`src/common/pad_defines.svh`:
```
// constants for the programmable address decoder
`ifndef PAD_DEFINES_SVH
`define PAD_DEFINES_SVH

`define PAD_DEC_W        12
`define PAD_DEC_HA_LSB   0
`define PAD_DEC_HA_W     5
`define PAD_DEC_PC_LSB   5
`define PAD_DEC_PC_W     3
`define PAD_DEC_EXTRA    8
`define PAD_DEC_RD       9
`define PAD_DEC_WR       10
`define PAD_DEC_ALE      11
`define PAD_DEC_PC_MASK  12'h0e0

`define PAD_BANKS        8
`define PAD_A_TERMS      9
`define PAD_A_PORT_TERM  8
`define PAD_B_TERMS      27
`define PAD_NUM_CS       11
`define PAD_PB_CS        8
`define PAD_BYTE_W       8

`define PAD_CS_IDLE_N    11'h7ff
`define PAD_BANK_IDLE    8'h00
`define PAD_BYTE_RST     8'h00
`define PAD_PC_RST       3'h0

`endif

```
`src/common/pad_pkg.sv`:
```
// types shared by the programmable address decoder
package pad_pkg;
    typedef enum logic {
        PAD_PCIN_ADDR,
        PAD_PCIN_LOGIC
    } pad_pcin_e;

    typedef enum logic {
        PAD_BUS_RD_WR,
        PAD_BUS_E_RW
    } pad_bus_e;
endpackage

```
`src/common/pad_if.sv`:
```
// decoder inputs and product-term results between top and an array
`timescale 1ns/1ps
`include "pad_defines.svh"
interface pad_if #(
    parameter int N_TERMS = `PAD_A_TERMS
);
    logic [`PAD_DEC_W-1:0] dec_in;
    logic [N_TERMS-1:0]    term;

    modport src (output dec_in, input term);
    modport arr (input dec_in, output term);
endinterface

```
`src/rtl/pad_array.sv`:
```
// one product-term array: each term ands chosen true or inverted inputs
`timescale 1ns/1ps
`include "pad_defines.svh"
module pad_array
    import pad_pkg::*;
#(
    parameter int                             N_TERMS = `PAD_A_TERMS,
    parameter logic [N_TERMS*`PAD_DEC_W-1:0]  P_USE   = '0,
    parameter logic [N_TERMS*`PAD_DEC_W-1:0]  P_POL   = '0,
    parameter logic [N_TERMS-1:0]             P_EN    = '0
) (
    pad_if.arr bus  // inputs in, terms out
);
    genvar t;
    generate
        for (t = 0; t < N_TERMS; t++) begin : g_term
            localparam logic [`PAD_DEC_W-1:0] USE =
                P_USE[t*`PAD_DEC_W +: `PAD_DEC_W];
            localparam logic [`PAD_DEC_W-1:0] POL =
                P_POL[t*`PAD_DEC_W +: `PAD_DEC_W];
            // pol bit set means the literal is complemented
            assign bus.term[t] = P_EN[t] &
                (&((bus.dec_in ^ POL) | ~USE));
        end
    endgenerate
endmodule

```
`src/rtl/pad_top.sv`:
```
// bus front end and two-array programmable address decoder
`timescale 1ns/1ps
`include "pad_defines.svh"
module pad_top
    import pad_pkg::*;
#(
    parameter logic                   P_ALE_HIGH    = 1'b1,
    parameter pad_bus_e               P_BUS_MODE    = PAD_BUS_RD_WR,
    parameter logic                   P_CSI_MODE    = 1'b1,
    parameter logic                   P_A19_LATCH   = 1'b1,
    parameter pad_pcin_e              P_PCIN        = PAD_PCIN_ADDR,
    parameter logic                   P_PC_LATCH    = 1'b1,
    parameter logic [2:0]             P_PC_OUT      = 3'h0,
    parameter logic [7:0]             P_PA_ADDR     = 8'h00,
    parameter logic [7:0]             P_PB_CS       = 8'h00,
    parameter logic [`PAD_A_TERMS*`PAD_DEC_W-1:0] P_A_USE = '0,
    parameter logic [`PAD_A_TERMS*`PAD_DEC_W-1:0] P_A_POL = '0,
    parameter logic [`PAD_A_TERMS-1:0]            P_A_EN  = '0,
    parameter logic [`PAD_B_TERMS*`PAD_DEC_W-1:0] P_B_USE = '0,
    parameter logic [`PAD_B_TERMS*`PAD_DEC_W-1:0] P_B_POL = '0,
    parameter logic [`PAD_B_TERMS-1:0]            P_B_EN  = '0
) (
    input  wire logic        i_clk,                  // 40 MHz
    input  wire logic        i_rstn,                 // async, low
    input  wire logic        i_address_latch_strobe, // ale or as
    input  wire logic [7:0]  i_muxed_addr_data,      // low bus in
    output logic      [7:0]  o_muxed_addr_data,      // low bus out
    output logic             o_muxed_addr_data_oe,   // bus drive
    input  wire logic [4:0]  i_high_address,         // addr 15..11
    input  wire logic        i_read_strobe,          // rd_n or e
    input  wire logic        i_write_ctl,            // wr_n or r/w
    input  wire logic        i_select_or_extra_input,// csi or a19
    input  wire logic [2:0]  i_port_c_pins,          // port c in
    output logic      [2:0]  o_port_c_pins,          // port c out
    output logic      [2:0]  o_port_c_oe,            // port c drive
    input  wire logic [7:0]  i_pa_io_out,            // port a io data
    input  wire logic [7:0]  i_pa_io_oe,             // port a io dir
    output logic      [7:0]  o_pa_out,               // port a out
    output logic      [7:0]  o_pa_oe,                // port a drive
    input  wire logic [7:0]  i_pb_io_out,            // port b io data
    input  wire logic [7:0]  i_pb_io_oe,             // port b io dir
    output logic      [7:0]  o_pb_out,               // port b out
    output logic      [7:0]  o_pb_oe,                // port b drive
    input  wire logic [7:0]  i_rd_data,              // internal read
    output logic      [7:0]  o_wr_data,              // write byte
    output logic             o_wr_strobe,            // write done
    output logic [7:0]       o_memory_bank_selects,  // banks, high
    output logic             o_port_register_select, // ports, high
    output logic             o_power_down            // standby
);
    // logic-mode port c bits never reach the internal array
    localparam logic [`PAD_A_TERMS*`PAD_DEC_W-1:0] A_USE_EFF =
        (P_PCIN == PAD_PCIN_LOGIC) ?
        (P_A_USE & ~{`PAD_A_TERMS{`PAD_DEC_PC_MASK}}) : P_A_USE;

    logic                  ale_act;
    logic                  ale_act_r;
    logic                  ale_end;
    logic [7:0]            addr_lat_r;
    logic [2:0]            pc_lat_r;
    logic                  a19_lat_r;
    logic [2:0]            pc_dec;
    logic                  extra_dec;
    logic                  pd;
    logic [`PAD_DEC_W-1:0] dec_in;
    logic                  read_act;
    logic                  write_act;
    logic                  write_act_r;
    logic                  sel_any_nxt;
    logic                  sel_any_r;
    logic [`PAD_NUM_CS-1:0] cs_act;
    logic [`PAD_NUM_CS-1:0] cs_n_nxt;
    logic [`PAD_NUM_CS-1:0] cs_n_r;
    logic                  chk_arm_r;

    pad_if #(.N_TERMS(`PAD_A_TERMS)) u_if_a ();
    pad_if #(.N_TERMS(`PAD_B_TERMS)) u_if_b ();

    // strobe front end
    assign ale_act = P_ALE_HIGH ? i_address_latch_strobe
                                : ~i_address_latch_strobe;
    assign ale_end = ale_act_r & ~ale_act;

    always_ff @(posedge i_clk or negedge i_rstn) begin
        if (!i_rstn) begin
            ale_act_r <= 1'b0;
        end else begin
            ale_act_r <= ale_act;
        end
    end

    // latches follow the bus while the strobe is active, so the value
    // held after the trailing edge is the last one seen in the window
    always_ff @(posedge i_clk or negedge i_rstn) begin
        if (!i_rstn) begin
            addr_lat_r <= `PAD_BYTE_RST;
            pc_lat_r   <= `PAD_PC_RST;
            a19_lat_r  <= 1'b0;
        end else if (ale_act) begin
            addr_lat_r <= i_muxed_addr_data;
            pc_lat_r   <= i_port_c_pins;
            a19_lat_r  <= i_select_or_extra_input;
        end
    end

    // decoder inputs
    assign pc_dec = (P_PC_LATCH ? pc_lat_r : i_port_c_pins)
                    & ~P_PC_OUT;
    assign extra_dec = P_CSI_MODE ? 1'b0 :
        (P_A19_LATCH ? a19_lat_r : i_select_or_extra_input);
    assign pd = P_CSI_MODE & i_select_or_extra_input;

    always_comb begin
        dec_in = '0;
        dec_in[`PAD_DEC_HA_LSB +: `PAD_DEC_HA_W] = i_high_address;
        dec_in[`PAD_DEC_PC_LSB +: `PAD_DEC_PC_W] = pc_dec;
        dec_in[`PAD_DEC_EXTRA] = extra_dec;
        // reset is deliberately absent from the input vector
        dec_in[`PAD_DEC_RD]  = i_read_strobe;
        dec_in[`PAD_DEC_WR]  = i_write_ctl;
        dec_in[`PAD_DEC_ALE] = i_address_latch_strobe;
    end

    assign u_if_a.dec_in = dec_in;
    assign u_if_b.dec_in = dec_in;

    pad_array #(
        .N_TERMS (`PAD_A_TERMS),
        .P_USE   (A_USE_EFF),
        .P_POL   (P_A_POL),
        .P_EN    (P_A_EN)
    ) u_pad_a (
        .bus (u_if_a.arr)
    );

    pad_array #(
        .N_TERMS (`PAD_B_TERMS),
        .P_USE   (P_B_USE),
        .P_POL   (P_B_POL),
        .P_EN    (P_B_EN)
    ) u_pad_b (
        .bus (u_if_b.arr)
    );

    // external select groups: 4, 2 and 1 terms per select
    genvar c;
    generate
        for (c = 0; c < `PAD_NUM_CS; c++) begin : g_cs
            localparam int CNT  = (c < 4) ? 4 : ((c < 8) ? 2 : 1);
            localparam int BASE = (c < 4) ? 4 * c :
                                  ((c < 8) ? 16 + 2 * (c - 4)
                                           : 24 + (c - 8));
            assign cs_act[c] = |u_if_b.term[BASE +: CNT];
        end
    endgenerate

    assign cs_n_nxt = ~(cs_act & {`PAD_NUM_CS{~pd}});

    // decoder outputs, one register stage
    always_ff @(posedge i_clk or negedge i_rstn) begin
        if (!i_rstn) begin
            cs_n_r                 <= `PAD_CS_IDLE_N;
            o_memory_bank_selects  <= `PAD_BANK_IDLE;
            o_port_register_select <= 1'b0;
            o_power_down           <= 1'b0;
        end else begin
            cs_n_r <= cs_n_nxt;
            o_memory_bank_selects <= pd ? `PAD_BANK_IDLE :
                u_if_a.term[`PAD_BANKS-1:0];
            o_port_register_select <= ~pd &
                u_if_a.term[`PAD_A_PORT_TERM];
            o_power_down <= pd;
        end
    end

    // port pins: routing set at build time
    always_ff @(posedge i_clk or negedge i_rstn) begin
        if (!i_rstn) begin
            o_pa_out      <= `PAD_BYTE_RST;
            o_pa_oe       <= `PAD_BYTE_RST;
            o_pb_out      <= `PAD_BYTE_RST;
            o_pb_oe       <= `PAD_BYTE_RST;
            o_port_c_pins <= `PAD_PC_RST;
            o_port_c_oe   <= `PAD_PC_RST;
        end else begin
            o_pa_out <= (addr_lat_r & P_PA_ADDR)
                      | (i_pa_io_out & ~P_PA_ADDR);
            o_pa_oe  <= P_PA_ADDR | i_pa_io_oe;
            o_pb_out <= (cs_n_nxt[`PAD_PB_CS-1:0] & P_PB_CS)
                      | (i_pb_io_out & ~P_PB_CS);
            o_pb_oe  <= P_PB_CS | i_pb_io_oe;
            o_port_c_pins <= cs_n_nxt[`PAD_NUM_CS-1:`PAD_PB_CS]
                           & P_PC_OUT;
            o_port_c_oe   <= P_PC_OUT;
        end
    end

    // data phase; e mode pairs the e clock with r/w high for reads
    assign read_act  = (P_BUS_MODE == PAD_BUS_E_RW) ?
        (i_read_strobe & i_write_ctl) : ~i_read_strobe;
    assign write_act = (P_BUS_MODE == PAD_BUS_E_RW) ?
        (i_read_strobe & ~i_write_ctl) : ~i_write_ctl;
    assign sel_any_nxt = ~pd & (|u_if_a.term);

    always_ff @(posedge i_clk or negedge i_rstn) begin
        if (!i_rstn) begin
            o_muxed_addr_data    <= `PAD_BYTE_RST;
            o_muxed_addr_data_oe <= 1'b0;
        end else begin
            // never drive while the address is on the pins
            o_muxed_addr_data_oe <= read_act & sel_any_nxt
                                  & ~ale_act;
            o_muxed_addr_data    <= i_rd_data;
        end
    end

    always_ff @(posedge i_clk or negedge i_rstn) begin
        if (!i_rstn) begin
            write_act_r <= 1'b0;
            sel_any_r   <= 1'b0;
            o_wr_data   <= `PAD_BYTE_RST;
            o_wr_strobe <= 1'b0;
        end else begin
            write_act_r <= write_act;
            sel_any_r   <= sel_any_nxt;
            if (write_act) begin
                o_wr_data <= i_muxed_addr_data;
            end
            // strobe at the end of the pulse, data is then complete
            o_wr_strobe <= write_act_r & ~write_act & sel_any_r;
        end
    end

    // checks; the release edge still resets the flops, so skip it
    always_ff @(posedge i_clk or negedge i_rstn) begin
        if (!i_rstn) begin
            chk_arm_r <= 1'b0;
        end else begin
            chk_arm_r <= 1'b1;
        end
    end
endmodule

```
`config.mk`:
```
export PLATFORM = sky130hd
export DESIGN_NAME = pad_top
export DESIGN_NICKNAME = d
export VERILOG_FILES = /design/src/common/pad_pkg.sv /design/src/common/pad_if.sv /design/src/rtl/pad_array.sv /design/src/rtl/pad_top.sv
export VERILOG_INCLUDE_DIRS = /design/src /design/src/common
export SDC_FILE = /design/constraint.sdc
export NUM_CORES = 1
export LEC_CHECK = 0
export BUFFER_PORTS_ARGS = -buffer_cell sky130_fd_sc_hd__buf_2
export CAP_MARGIN = 15
export CORE_UTILIZATION = 37
export DETAILED_ROUTE_END_ITERATION = 12
export GPL_TIMING_DRIVEN = 0
export HOLD_SLACK_MARGIN = 0.02
export PLACE_DENSITY_LB_ADDON = 0.3
export SETUP_SLACK_MARGIN = 0.02
export SYNTH_ARGS = -nofsm -noshare
export SYNTH_HDL_FRONTEND = slang
export SYNTH_SLANG_ARGS = --single-unit
```
`constraint.sdc`:
```
create_clock -name i_clk -period 0.97 [get_ports i_clk]
set_clock_uncertainty 0.05 [all_clocks]
set_input_delay 0.1455 -clock i_clk [delete_from_list [all_inputs] [get_ports i_clk]]
set_output_delay 0.1455 -clock i_clk [all_outputs]
set_load 0.01 [all_outputs]
```
Word-level counts from Yosys, hierarchy flattened:

Cells that the tools add are included.
W data, S select, Z words.

* word-level logic and storage cells: 7
* input port bits: 62
* register bits: 49
* output and inout bits: 66

Longest topological paths before layout:

* depth after elaboration: 0
* depth in mapped cells: 2
* depth with buffers taken out: 1

Modules after synthesis:

From an unflattened synthesis, not the netlist that was laid out.

* cell total of the unflattened synthesis: 110
* area total of the unflattened synthesis: 1981.9 um^2

By module, submodules not included
* pad_top: cells each 100, area each 1910.6 um^2, sequential area each 1626.6 um^2, times used 1
* pad_array: cells each 10, area each 71.3 um^2, sequential area each 0.0 um^2, times used 1

Worst setup path after synthesis:

OpenSTA, ideal clock, no wires.

* kind: register to register
* from: register, netlist name o_wr_data[0]
* to: register o_wr_data[0]
* cell stages (with the launch flop): 2
* slack: 151 ps
* arrival: 644 ps
* cells stage by stage: dfrtp_1 -> mux2_4

RTL lines
* to (signal assigned): line pad_top.sv:221 `` o_wr_data <= `PAD_BYTE_RST; ``
* to (signal assigned): line pad_top.sv:227 `o_wr_data <= i_muxed_addr_data;`
* to (decl): line pad_top.sv:45 `output logic [7:0] o_wr_data,`

Worst setup path after layout:

* from: register o_wr_data[0]
* to: output port o_wr_data[0]

No word-level cell between the ends.

==> summary.md <==
| Metric | Value |
|---|---|
| Status | `finished with violations` |
| Violated checks | `hold timing, setup timing` |
| Largest net degree at the start of global routing | `50` |
| Vias in the first global route | `about 1200` |
| CP max FO | `2` |
| Routed wire length | `around 3.8 mm` |
| Flops & latches, synth | `~50` |
| Max-Slew Margin vs Limit | `between 30% and 40%` |
| Yosys top cell area share | `approximately 82%` |
| CP max stage delay | `0.39 ns` |
| Setup repair after global routing missed its margin | `true` |
| Buffer and inverter count on the worst path | `1` |
| Worst path cell trace | `buf_2` |
| Part of the cycle the worst path needs | `104%` |
| Final Critical Period | `1.01 ns` |
| Proportion of layout cells with a drive suffix above 1 | `between 50% and 60%` |
| Routed length per instance | `roughly 13 um` |
| Final setup vio count | `43` |
| GPL Wtd Cong | `approximately 0.70` |
| CP required | `0.77 ns` |
| Crit-path slowest cell | `dfrtp_1` |
| Post-DP HPWL | `~2.4 mm` |
| Synth async-reset ratio | `100%` |
| CTS tree | `done` |
| Die height | `65.4 um` |
| Most used DFF post-synth | `dfrtp_1` |
| Latest clock arrival within the worst-skew pair | `0.28 ns` |
| Nets | `approximately 310` |
| Cell taking the most area after synthesis | `dfrtp_1` |
| DR pass1 iterations | `3` |
| Post-synth top cells | `dfrtp_1, buf_4, mux2_4, buf_6, conb_1` |
| ANT cells | `0` |
| Area after DPL | `2100 sq um` |
| Io pins | `128` |
| Die ar. | `around 4300 sq um` |
| Clock buffer depth | `2` |
| Post-route DRC | `0` |
| Port bufs | `roughly 100` |
| Global route total overflow | `0` |
| Initial antenna violation count | `0` |
| CTS Buf Count | `5` |
| Area Growth Syn to Fin | `82.2%` |
| Synth cell types | `5` |
| Final Instance Area | `2710 sq um` |
| Crit Path Class | `reg2out` |
| Seq/Total Area, Yosys | `between 80% and 90%` |
| Worst slew pin tran | `roughly 1 ns` |
| Final Hold Vio Count | `approximately 50` |
| Gr usage total | `roughly 18%` |
| Setup TNS | `-0.704 ns` |
| Hold Slack | `-0.0161 ns` |
| HP Class | `in2async` |
| Post-Syn Area per Cell | `slightly below 20 sq um` |
| CP Launch Type | `flip-flop` |
| DP Worst Slack | `-0.108 ns` |
| Post-Syn Instances | `between 70 and 80` |
| Leakage | `1.45 nW` |
| Power per cell area | `~1600 nW/um^2` |
| Cells taking the most area after synthesis | `dfrtp_1, buf_4, mux2_4` |
| Fmax | `a little under 1 GHz` |
| Max-cap viol count | `0` |
| Global-route wire length before repair | `5.43 mm` |
| Iteration-0 DRC Markers | `39` |
| Core area | `~3800 sq um` |
| H-tree Lvls | `2` |
| Max VDD drop | `1.27 mV` |
| Most common cell in the netlist | `dfrtp_1` |
| Yosys warns | `0` |
| WP data arrival | `between 0.8 and 0.9 ns` |
| Final core occ | `approximately 70%` |
| DIE WIDTH | `between 60 and 70 um` |
| DR vias | `between 1000 and 1500` |
| Netlist Area Pre-Place | `between 1000 and 1500 sq um` |
| Largest delay share family, worst path | `flip-flops` |
| Number of synthesized flops with an enable pin | `0` |
| Setup ws final | `-0.0411 ns` |
| Row count | `22` |
| Clock root buffer | `clkbuf_8` |
| Post-route ant nets | `0` |
| Initial Util | `39.5%` |
| Clk pin slew, worst setup/hold paths | `approximately 0.080 ns` |
| CTS Sinks | `just under 50` |
| Critical path capture point type | `output pin` |
| Fin. max-slew vios | `0` |
| DR vias/cell | `3.91` |
[metrics by stage]
stage | cells | total power, mW
floorplan | 92 | 2.45
global placement | 239 | 2.70
detailed placement | 239 | 2.72
CTS | 292 | 4.30
global route | 296 | 4.50
finish | 296 | 4.29
[worst paths after layout]
kind | from | end | slack (ns) | depth (start not counted)
max in group asynchronous | i_rstn | o_pa_oe[4] | 0.28 | 1
min in group i_clk | i_muxed_addr_data[6] | o_wr_data[6] | 0.04 | 2
setup / recovery | o_wr_data[0] | o_wr_data[0] | -0.04 | 1
hold reg to reg | o_wr_data[3] | o_wr_data[3] | 0.47 | 1
hold / removal | i_rstn | o_pa_oe[0] | -0.02 | 1
setup reg to reg | o_wr_data[0] | o_wr_data[0] | 0.03 | 2
[where the power goes]
part / switching [mW] / leakage [nW] / internal [mW]
clock network: 0.582 / 0.0585 / 0.839
logic: 0.270 / 0.825 / 0.399
registers: 0.0412 / 0.571 / 2.16
total: 0.893 / 1.45 / 3.40
[area by class of cell]
| cell class | count | area, sq um |
|---|---|---|
| fill | 260 | 1060 |
| sequential | 49 | 1230 |
| tap | 48 | 60.1 |
| multi-input combinational | 25 | 184 |
| clock inverter | 1 | 30.0 |
| clock buffer | 7 | 86.3 |
| timing repair buffer | 148 | 987 |
| buffer | 18 | 139 |
[cells in the final DEF, fill, tap and decap left out]
cell / n
bufinv_16: 1
clkbuf_8: 6
buf_2: 96
mux2_4: 8
dfrtp_1: 49
conb_1: 17
buf_4: 24
buf_6: 4
dlygate4sd3_1: 42
clkbuf_1: 1
[cell families (layout without fill, tap and decap cells)]
logic type   after synthesis  after routing  share of synthesized area, %
flops                     49             49                          82.4
buf+inv                   18            174                          9.33
mux                        8              8                          8.07
other cells                1             17                         0.252
[flip-flops by register name, indices dropped and copies added, names as in the netlist]
signal	count
o_muxed_addr_data	8
o_wr_data	8
o_power_down	1
o_pb_out	8
o_pa_out	8
o_pa_oe	8
o_pb_oe	8
[metal layers]
layer | track usage, % | wire [um] | vias to the layer above
met2 | 34.3 | 2210 | 71
met3 | 3.47 | 253 | 12
met1 | 16.6 | 1210 | 534
met4 | 12.5 | 131 | 0
met5 | 0 | 0 | -
li1 | - | - | 541
[what timing repair did]
item                                    CTS  global route
hold endpoints to repair                 90             1
endpoints found under the setup margin   49            50
gates resized for setup                   0             3
setup buffers                             4             3
hold buffers                             41             1
pin swaps                                 0             0
(Power assumes the default switching activity.)
